<file path="src/common/fdrc_pkg.sv">
package fdrc_pkg;
	localparam logic [4:0] OP_READ_DATA = 5'h06;
	localparam logic [4:0] OP_READ_DELETED = 5'h0c;
	localparam logic [4:0] OP_READ_TRACK = 5'h02;
	localparam logic [4:0] OP_READ_ID = 5'h0a;
	localparam int MT_BIT = 7;
	localparam int DD_BIT = 6;
	localparam int SKIP_BIT = 5;
	localparam int SIDE_BIT = 2;
	// command byte positions
	localparam logic [3:0] IX_OPC = 4'h0;
	localparam logic [3:0] IX_SEL = 4'h1;
	localparam logic [3:0] IX_CYL = 4'h2;
	localparam logic [3:0] IX_HD = 4'h3;
	localparam logic [3:0] IX_REC = 4'h4;
	localparam logic [3:0] IX_SIZE = 4'h5;
	localparam logic [3:0] IX_EOT = 4'h6;
	localparam logic [3:0] LEN_FULL = 4'h9;
	localparam logic [3:0] LEN_SHORT = 4'h2;
	localparam logic [2:0] RES_LEN_FULL = 3'h7;
	localparam logic [2:0] RES_LEN_BAD = 3'h1;
	localparam logic [7:0] ST0_INVALID = 8'h80;
	localparam logic [7:0] ST2_CTRL_MARK = 8'h40;
	localparam logic [7:0] FIRST_REC = 8'h01;
	typedef enum logic [1:0] {PH_CMD, PH_EXEC, PH_RES} fdrc_phase_t;
	typedef enum logic [1:0] {EX_INDEX, EX_HUNT, EX_XFER, EX_SKIP} fdrc_exec_t;
endpackage : fdrc_pkg

</file>
<file path="src/common/fdrc_sync_if.sv">
interface fdrc_sync_if;
	logic raw;
	logic clean;
	modport user(output raw, input clean);
	modport syncer(input raw, output clean);
endinterface : fdrc_sync_if

</file>
<file path="src/design/fdrc_sync.sv">
module fdrc_sync (
	input wire logic clk,
	input wire logic srst,
	fdrc_sync_if.syncer s
);
	logic s1_r, s2_r, s3_r, clean_r;

	// idle level of an active-low pin is high
	always_ff @(posedge clk) begin
		if (srst) begin
			s1_r <= 1'b1;
			s2_r <= 1'b1;
			s3_r <= 1'b1;
		end else begin
			s1_r <= s.raw;
			s2_r <= s1_r;
			s3_r <= s2_r;
		end
	end

	// a change counts only once two stages agree, filtering one-cycle glitches
	always_ff @(posedge clk) begin
		if (srst)
			clean_r <= 1'b1;
		else if (s2_r == s3_r)
			clean_r <= s3_r;
	end

	assign s.clean = clean_r;
endmodule : fdrc_sync

</file>
<file path="src/design/fdrc_top.sv">
module fdrc_top (
	input wire logic CLK,
	input wire logic SRST,
	input wire logic CMD_WR,
	input wire logic [7:0] CMD_DATA,
	output logic CMD_READY,
	input wire logic RES_RD,
	output logic RES_VALID,
	output logic [7:0] RES_DATA,
	input wire logic INDEX_N,
	input wire logic ID_VALID,
	input wire logic ID_CRC_OK,
	input wire logic [31:0] ID_FIELD,
	input wire logic SECT_DELETED,
	input wire logic SECT_BYTE_VALID,
	input wire logic [7:0] SECT_BYTE,
	input wire logic SECT_END,
	output logic XFER_VALID,
	output logic [7:0] XFER_DATA,
	output logic READ_GATE,
	output logic HEAD_SEL,
	output logic [1:0] DRIVE_SEL,
	output logic DOUBLE_DENSITY
);
	fdrc_pkg::fdrc_phase_t phase_r;
	fdrc_pkg::fdrc_exec_t ex_r;
	logic [7:0] cmd_buf [0:8];
	logic [7:0] res_buf [0:6];
	logic [3:0] cnt_r, need_r;
	logic [2:0] res_len_r;
	logic [7:0] cur_rec_r, cur_hid_r, sec_cnt_r;
	logic side_r, mark_hit_r, idx_prev_r, xfer_valid_r;
	logic [7:0] xfer_data_r;
	logic [4:0] op;
	logic id_good, id_match, mark_wrong, last_sect, finish;
	logic [7:0] st0, st2, r_cyl, r_hd, r_rec, r_size;
	fdrc_sync_if idx_if();

	fdrc_sync u_idx (
		.clk(CLK),
		.srst(SRST),
		.s(idx_if.syncer)
	);
	assign idx_if.raw = INDEX_N;

	assign op = cmd_buf[fdrc_pkg::IX_OPC][4:0];
	assign CMD_READY = (phase_r == fdrc_pkg::PH_CMD);
	assign RES_VALID = (phase_r == fdrc_pkg::PH_RES);
	assign RES_DATA = res_buf[0];
	assign READ_GATE = (phase_r == fdrc_pkg::PH_EXEC);
	assign XFER_VALID = xfer_valid_r;
	assign XFER_DATA = xfer_data_r;
	assign HEAD_SEL = side_r;
	assign DRIVE_SEL = cmd_buf[fdrc_pkg::IX_SEL][1:0];
	assign DOUBLE_DENSITY = cmd_buf[fdrc_pkg::IX_OPC][fdrc_pkg::DD_BIT];

	function automatic logic [3:0] cmd_len(input logic [4:0] code);
		case (code)
			fdrc_pkg::OP_READ_DATA, fdrc_pkg::OP_READ_DELETED,
			fdrc_pkg::OP_READ_TRACK: cmd_len = fdrc_pkg::LEN_FULL;
			fdrc_pkg::OP_READ_ID: cmd_len = fdrc_pkg::LEN_SHORT;
			default: cmd_len = 4'h0;
		endcase
	endfunction : cmd_len

	// execution decisions
	always_comb begin
		id_good = ID_VALID && ID_CRC_OK;
		id_match = (ID_FIELD[31:24] == cmd_buf[fdrc_pkg::IX_CYL])
			&& (ID_FIELD[23:16] == cur_hid_r) && (ID_FIELD[15:8] == cur_rec_r)
			&& (ID_FIELD[7:0] == cmd_buf[fdrc_pkg::IX_SIZE]);
		// read data wants normal marks, read deleted wants deleted ones
		mark_wrong = SECT_DELETED != (op == fdrc_pkg::OP_READ_DELETED);
		last_sect = 1'b0;
		if (op == fdrc_pkg::OP_READ_TRACK)
			last_sect = (sec_cnt_r + 8'h01) == cmd_buf[fdrc_pkg::IX_EOT];
		else
			last_sect = (cur_rec_r == cmd_buf[fdrc_pkg::IX_EOT])
				&& !(cmd_buf[fdrc_pkg::IX_OPC][fdrc_pkg::MT_BIT] && !side_r);
		finish = 1'b0;
		if (phase_r == fdrc_pkg::PH_EXEC) begin
			if (ex_r == fdrc_pkg::EX_HUNT && id_good && op == fdrc_pkg::OP_READ_ID)
				finish = 1'b1;
			else if ((ex_r == fdrc_pkg::EX_XFER || ex_r == fdrc_pkg::EX_SKIP) && SECT_END)
				finish = last_sect || mark_hit_r;
		end
	end

	// result contents
	always_comb begin
		st0 = {5'h00, side_r, cmd_buf[fdrc_pkg::IX_SEL][1:0]};
		st2 = mark_hit_r ? fdrc_pkg::ST2_CTRL_MARK : 8'h00;
		r_cyl = cmd_buf[fdrc_pkg::IX_CYL];
		r_hd = cur_hid_r;
		r_rec = cur_rec_r;
		r_size = cmd_buf[fdrc_pkg::IX_SIZE];
		if (op == fdrc_pkg::OP_READ_ID && ex_r == fdrc_pkg::EX_HUNT) begin
			r_cyl = ID_FIELD[31:24];
			r_hd = ID_FIELD[23:16];
			r_rec = ID_FIELD[15:8];
			r_size = ID_FIELD[7:0];
		end
	end

	// phase sequencing and command capture
	always_ff @(posedge CLK) begin
		if (SRST) begin
			phase_r <= fdrc_pkg::PH_CMD;
			cnt_r <= 4'h0;
			need_r <= 4'h0;
			res_len_r <= 3'h0;
			for (int i = 0; i < 9; i++)
				cmd_buf[i] <= 8'h00;
			for (int i = 0; i < 7; i++)
				res_buf[i] <= 8'h00;
		end else begin
			case (phase_r)
				fdrc_pkg::PH_CMD: begin
					if (CMD_WR) begin
						cmd_buf[cnt_r] <= CMD_DATA;
						if (cnt_r == 4'h0 && cmd_len(CMD_DATA[4:0]) == 4'h0) begin
							// unknown opcode answers one invalid status byte
							res_buf[0] <= fdrc_pkg::ST0_INVALID;
							res_len_r <= fdrc_pkg::RES_LEN_BAD;
							phase_r <= fdrc_pkg::PH_RES;
						end else if (cnt_r == 4'h0) begin
							need_r <= cmd_len(CMD_DATA[4:0]);
							cnt_r <= 4'h1;
						end else if (cnt_r == need_r - 4'h1) begin
							cnt_r <= 4'h0;
							phase_r <= fdrc_pkg::PH_EXEC;
						end else begin
							cnt_r <= cnt_r + 4'h1;
						end
					end
				end
				fdrc_pkg::PH_EXEC: begin
					if (finish) begin
						res_buf[0] <= st0;
						res_buf[1] <= 8'h00;
						res_buf[2] <= st2;
						res_buf[3] <= r_cyl;
						res_buf[4] <= r_hd;
						res_buf[5] <= r_rec;
						res_buf[6] <= r_size;
						res_len_r <= fdrc_pkg::RES_LEN_FULL;
						phase_r <= fdrc_pkg::PH_RES;
					end
				end
				fdrc_pkg::PH_RES: begin
					if (RES_RD) begin
						for (int i = 0; i < 6; i++)
							res_buf[i] <= res_buf[i + 1];
						res_buf[6] <= 8'h00;
						res_len_r <= res_len_r - 3'h1;
						// back to commands only once every byte was taken
						if (res_len_r == 3'h1)
							phase_r <= fdrc_pkg::PH_CMD;
					end
				end
				default: phase_r <= fdrc_pkg::PH_CMD;
			endcase
		end
	end

	// execution walk over sectors
	always_ff @(posedge CLK) begin
		if (SRST) begin
			ex_r <= fdrc_pkg::EX_HUNT;
			cur_rec_r <= 8'h00;
			cur_hid_r <= 8'h00;
			sec_cnt_r <= 8'h00;
			side_r <= 1'b0;
			mark_hit_r <= 1'b0;
			idx_prev_r <= 1'b1;
		end else begin
			idx_prev_r <= idx_if.clean;
			if (phase_r == fdrc_pkg::PH_CMD && CMD_WR && cnt_r == need_r - 4'h1
					&& cnt_r != 4'h0) begin
				side_r <= cmd_buf[fdrc_pkg::IX_SEL][fdrc_pkg::SIDE_BIT];
				cur_hid_r <= cmd_buf[fdrc_pkg::IX_HD];
				cur_rec_r <= cmd_buf[fdrc_pkg::IX_REC];
				sec_cnt_r <= 8'h00;
				mark_hit_r <= 1'b0;
				// the select byte may be the one arriving now
				if (need_r == fdrc_pkg::LEN_SHORT)
					side_r <= CMD_DATA[fdrc_pkg::SIDE_BIT];
				if (op == fdrc_pkg::OP_READ_TRACK)
					ex_r <= fdrc_pkg::EX_INDEX;
				else
					ex_r <= fdrc_pkg::EX_HUNT;
			end else if (phase_r == fdrc_pkg::PH_EXEC) begin
				case (ex_r)
					fdrc_pkg::EX_INDEX: begin
						if (idx_prev_r && !idx_if.clean)
							ex_r <= fdrc_pkg::EX_HUNT;
					end
					fdrc_pkg::EX_HUNT: begin
						// track read takes every sector with a good id in order, no compare
						if (id_good && op == fdrc_pkg::OP_READ_TRACK)
							ex_r <= fdrc_pkg::EX_XFER;
						else if (id_good && op != fdrc_pkg::OP_READ_ID && id_match) begin
							if (mark_wrong && cmd_buf[fdrc_pkg::IX_OPC][fdrc_pkg::SKIP_BIT])
								ex_r <= fdrc_pkg::EX_SKIP;
							else begin
								mark_hit_r <= mark_wrong;
								ex_r <= fdrc_pkg::EX_XFER;
							end
						end
					end
					fdrc_pkg::EX_XFER, fdrc_pkg::EX_SKIP: begin
						if (SECT_END && !finish) begin
							ex_r <= fdrc_pkg::EX_HUNT;
							sec_cnt_r <= sec_cnt_r + 8'h01;
							if (op != fdrc_pkg::OP_READ_TRACK
									&& cur_rec_r == cmd_buf[fdrc_pkg::IX_EOT]) begin
								side_r <= 1'b1;
								cur_hid_r <= cur_hid_r ^ 8'h01;
								cur_rec_r <= fdrc_pkg::FIRST_REC;
							end else begin
								cur_rec_r <= cur_rec_r + 8'h01;
							end
						end
					end
					default: ex_r <= fdrc_pkg::EX_HUNT;
				endcase
			end
		end
	end

	// data stream to host; a skipped sector produces nothing
	always_ff @(posedge CLK) begin
		if (SRST) begin
			xfer_valid_r <= 1'b0;
			xfer_data_r <= 8'h00;
		end else begin
			xfer_valid_r <= READ_GATE && ex_r == fdrc_pkg::EX_XFER && SECT_BYTE_VALID;
			if (READ_GATE && ex_r == fdrc_pkg::EX_XFER && SECT_BYTE_VALID)
				xfer_data_r <= SECT_BYTE;
		end
	end
endmodule : fdrc_top

</file>
<file path="config.mk">
export PLATFORM = sky130hd
export DESIGN_NAME = fdrc_top
export DESIGN_NICKNAME = d
export VERILOG_FILES = /design/src/common/fdrc_pkg.sv /design/src/common/fdrc_sync_if.sv /design/src/design/fdrc_sync.sv /design/src/design/fdrc_top.sv
export SDC_FILE = /design/constraint.sdc
export NUM_CORES = 1
export LEC_CHECK = 0
export BUFFER_PORTS_ARGS = -buffer_cell sky130_fd_sc_hd__buf_4
export CAP_MARGIN = 20
export CORE_MARGIN = 8
export CORE_UTILIZATION = 50
export DETAILED_ROUTE_END_ITERATION = 8
export PLACE_DENSITY = 0.69
export REMOVE_ABC_BUFFERS = 1
export SLEW_MARGIN = 20
export SYNTH_ARGS = -nofsm -noshare
export SYNTH_HDL_FRONTEND = slang
export SYNTH_SLANG_ARGS = --single-unit
export TNS_END_PERCENT = 30
</file>
<file path="constraint.sdc">
create_clock -name CLK -period 7.4 [get_ports CLK]
set_input_delay 1.11 -clock CLK [delete_from_list [all_inputs] [get_ports CLK]]
set_output_delay 1.11 -clock CLK [all_outputs]
set_load 0.05 [all_outputs]
</file>
==> run_summary.xml <==
<?xml version="1.0" encoding="UTF-8"?>
<metrics>
  <group name="timing">
    <metric name="fmaxAchievable" unit="GHz">0.279</metric>
    <metric name="finalClockSkew" unit="ps">7.58</metric>
    <metric name="timing_worst_slew_pin_value" unit="ps">944</metric>
    <metric name="setup_violations" unit="">0</metric>
    <metric name="slew_headroom" unit="%">36.9</metric>
    <metric name="setup-tns-final" unit="ps">0</metric>
    <metric name="finalCritPeriodShare" unit="%">48.4</metric>
    <metric name="timing.final.ws_setup" unit="ps">3820</metric>
    <metric name="final_period_minus_worst_setup_slack" unit="ps">3580</metric>
    <metric name="rsz0062_at_grt" unit="">false</metric>
    <metric name="finalHoldWorstSlack" unit="ps">437</metric>
    <metric name="hold_viol" unit="">0</metric>
    <metric name="final-max-slew-violation-count" unit="">0</metric>
  </group>
  <group name="logic_synthesis">
    <metric name="yosys.area.top_type" unit="">edfxtp_1</metric>
    <metric name="syn_area_per_cell" unit="µm²">10.4</metric>
    <metric name="postSynthCellCount" unit="">780</metric>
    <metric name="ys_seq_area_share" unit="%">51.8</metric>
    <metric name="yosys.cell_count.top_type" unit="">edfxtp_1</metric>
    <metric name="synth_async_sr_flop_share" unit="%">0</metric>
    <metric name="synth_top_flop_cell" unit="">edfxtp_1</metric>
    <metric name="postSynthRegisterBits" unit="">160</metric>
    <metric name="synthesis.yosys.warnings" unit="">0</metric>
    <metric name="synth.cells.most_frequent" unit="">edfxtp_1, nand2_1, dfxtp_1</metric>
    <metric name="synth_largest_type_area_fraction" unit="%">36.7</metric>
    <metric name="synth.cell_area" unit="mm²">0.00810</metric>
    <metric name="synth_edf_count" unit="">99</metric>
    <metric name="ys_top_cells_by_area" unit="">edfxtp_1, dfxtp_1, xnor2_1</metric>
    <metric name="post_synth_num_cell_types" unit="">65</metric>
  </group>
  <group name="placed_design">
    <metric name="pre_cts_slack" unit="ps">3400</metric>
    <metric name="finalWeightedCongestion" unit="">0.875</metric>
    <metric name="post-dp-hpwl" unit="µm">14800</metric>
    <metric name="place.port_buffers" unit="">81</metric>
  </group>
  <group name="global_routing">
    <metric name="grt_antenna_before_repair" unit="">0</metric>
    <metric name="grt_start_max_net_pins" unit="">53</metric>
    <metric name="grt_use_total" unit="%">20.2</metric>
    <metric name="wire_length_of_the_first_global_routing_pass" unit="µm">31500</metric>
    <metric name="number_of_global_route_vias_before_repair" unit="">5853</metric>
    <metric name="total_congestion_overflow" unit="">0</metric>
  </group>
  <group name="critical_path">
    <metric name="cp_max_fo" unit="">25</metric>
    <metric name="timing.rr.start" unit="">sec_cnt_r[0]$_SDFFE_PP0P_</metric>
    <metric name="worstSetupPathType" unit="">reg2reg</metric>
    <metric name="crit_required" unit="ps">7490</metric>
    <metric name="reg2reg_depth" unit="">9</metric>
    <metric name="critPathLaunch" unit="">sec_cnt_r[0]$_SDFFE_PP0P_</metric>
    <metric name="critPathCaptureType" unit="">flip-flop</metric>
    <metric name="r2r-end" unit="">res_buf[0][3]$_SDFFCE_PN0P_</metric>
    <metric name="reg2reg_slack" unit="ps">3820</metric>
    <metric name="arrival" unit="ps">3680</metric>
    <metric name="critical_path.startpoint_type" unit="">flip-flop</metric>
  </group>
  <group name="pwr">
    <metric name="sequential_power_share" unit="%">44.7</metric>
    <metric name="static-leakage-power" unit="nW">3.73</metric>
    <metric name="switching_share" unit="%">27.4</metric>
    <metric name="internal_power" unit="mW">1.73</metric>
    <metric name="max-vdd-ir-drop" unit="µV">170</metric>
    <metric name="power.share.clock" unit="%">39.5</metric>
    <metric name="comb_power_share" unit="%">15.8</metric>
    <metric name="p_per_area" unit="mW/mm²">251</metric>
    <metric name="netSwitchingPower" unit="µW">652</metric>
  </group>
  <group name="clocking">
    <metric name="ctsRootBufferMaster" unit="">clkbuf_16</metric>
    <metric name="cts.repair.resized" unit="">0</metric>
    <metric name="ctsHoldBuffers" unit="">0</metric>
    <metric name="clk_latency" unit="ps">430</metric>
    <metric name="cts.htree.levels" unit="">4</metric>
    <metric name="clk_path_buf_depth" unit="">2</metric>
    <metric name="tritoncts" unit="">built</metric>
    <metric name="worst_path_clk_slew" unit="ps">60</metric>
    <metric name="post_cts.repair.setup_buffers" unit="">0</metric>
    <metric name="tritoncts_num_sinks" unit="">160</metric>
    <metric name="cts_buffers" unit="">17</metric>
  </group>
  <group name="layout">
    <metric name="post_route_cells_drive_above_1_share" unit="%">17.7</metric>
    <metric name="antenna-diode-count" unit="">0</metric>
    <metric name="area.growth.synth_to_final" unit="%">17.0</metric>
    <metric name="utilization" unit="%">59.7</metric>
    <metric name="nNetsFinal" unit="">912</metric>
  </group>
  <group name="routing">
    <metric name="drt-wirelength-per-cell" unit="µm">18.6</metric>
    <metric name="detail_route.iter0.violations" unit="">593</metric>
    <metric name="final_wirelength" unit="µm">19900</metric>
    <metric name="detail_route.first_pass.iterations" unit="">5</metric>
    <metric name="vias" unit="">5981</metric>
    <metric name="route.detailed.drc" unit="">0</metric>
    <metric name="routed_via_density" unit="">5.59</metric>
    <metric name="residual_antenna_violating_net_count_after_detailed_routing" unit="">0</metric>
  </group>
  <group name="floorplan">
    <metric name="die-width" unit="µm">143</metric>
    <metric name="overall_die_area" unit="mm²">0.0205</metric>
    <metric name="initial_utilization" unit="%">51.0</metric>
    <metric name="design.portCount" unit="">82</metric>
    <metric name="core-area" unit="mm²">0.0159</metric>
    <metric name="die_h" unit="µm">143</metric>
    <metric name="std_cell_rows" unit="">46</metric>
  </group>
  <group name="hold_path">
    <metric name="capture_endpoint_of_the_worst_hold_path" unit="">u_idx.s2_r$_SDFF_PP1_</metric>
    <metric name="min_path_cells" unit="">1</metric>
    <metric name="hold_start" unit="">u_idx.s1_r$_SDFF_PP1_</metric>
    <metric name="holdCritPathClass" unit="">reg2reg</metric>
  </group>
  <group name="status">
    <metric name="outcome" unit="">finished clean</metric>
  </group>
  <group name="run">
    <metric name="maxCapViolations" unit="">0</metric>
  </group>
</metrics>
## per-layer routing
metal / part of all wire, % / GRT usage (%)
met4: 2.6 / 9.08
met1: 44 / 26.7
met2: 46 / 31.4
met5: 0 / 0
met3: 7.0 / 4.01
## state kept, by name (all words and copies together) (netlist names)
name,count
need_r,2
XFER_DATA,8
phase_r,2
cur_rec_r,8
mark_hit_r,1
u_idx.s.clean,1
XFER_VALID,1
HEAD_SEL,1
res_len_r,3
cmd_buf,51
idx_prev_r,1
sec_cnt_r,8
res_buf,56
u_idx.s2_r,1
cnt_r,4
u_idx.s1_r,1
ex_r,2
u_idx.s3_r,1
cur_hid_r,8
## worst max path at each step
| stage | to | slack [ps] | cells past startpoint |
|---|---|---|---|
| after detailed placement | res_buf[0][0]$_DFFE_PP_ | 3400 | 9 |
| after floorplan | res_buf[0][0]$_DFFE_PP_ | 2650 | 7 |
| after CTS | res_buf[0][3]$_SDFFCE_PN0P_ | 3390 | 9 |
| after global placement | res_buf[0][0]$_DFFE_PP_ | 3530 | 9 |
| after global routing | res_buf[0][3]$_SDFFCE_PN0P_ | 3560 | 9 |
| final | res_buf[0][3]$_SDFFCE_PN0P_ | 3820 | 9 |
## final cells by class
type	count	area (µm²)
fill	1354	6410
clock buffer	17	425
inverter	15	56.3
timing repair buffer	87	653
sequential	160	4190
clock inverter	15	208
multi-input combinational	559	3670
tap	216	270
## kinds of logic after synthesis
| family | after synthesis | synth area share [%] |
|---|---|---|
| multiplexers | 35 | 4.48 |
| AND/OR/NAND/NOR | 321 | 21.0 |
| adder cells (fa/ha/maj) | 14 | 2.16 |
| XOR/XNOR | 63 | 6.81 |
| AO/OA/AOI/OAI | 126 | 10.7 |
| buffers and inverters | 61 | 3.13 |
| flip-flops | 160 | 51.8 |
## metrics by stage
| stage | total power [mW] | area, µm² | cells |
|---|---|---|---|
| 2_1_floorplan | 1.32 | 7910 | 734 |
| 3_3_place_gp | 1.44 | 8840 | 1037 |
| 3_5_place_dp | 1.45 | 8840 | 1037 |
| 4_1_cts | 2.39 | 9470 | 1069 |
| 5_1_grt | 2.46 | 9480 | 1069 |
| 6_report | 2.38 | 9480 | 1069 |
## cells in the final DEF (no fill, tap or decap), types with 5 or more instances in the layout
cell and instances:
nor3_1 7, a21oi_1 34, a311oi_1 15, xnor2_1 51, nand3b_1 5, nand4_1 13
a31oi_1 5, a211oi_1 12, mux2_2 9, nand2_1 90, edfxtp_1 99, nor4_1 5
nand2b_1 9, clkbuf_16 17, and3_1 47, xor2_1 12, nand3_1 13, or2_2 7
and2_1 32, inv_1 14, buf_4 87, ha_1 14, dfxtp_1 61, nor2_1 56
nor2b_1 7, mux2i_1 25, o21ai_0 9, o21ai_1 23
## power by group through the flow
| stage | clock network, mW | registers, mW | logic [mW] |
|---|---|---|---|
| 2_1_floorplan | 0 | 1.11 | 0.209 |
| 3_3_place_gp | 0 | 1.08 | 0.362 |
| 3_5_place_dp | 0 | 1.08 | 0.372 |
| 4_1_cts | 0.951 | 1.06 | 0.374 |
| 5_1_grt | 0.984 | 1.07 | 0.409 |
| 6_report | 0.939 | 1.06 | 0.376 |
## critical path, stage by stage (launching register included)
cell and delay, ps:
dfxtp_1 420, ha_1 260, nand3_2 150, xnor2_1 170
nor4_1 440, o2111ai_4 390, a21oi_1 250, buf_4 240
nand2b_2 520, nand2b_1 390
No activity file was read; power rests on OpenSTA's default activity.
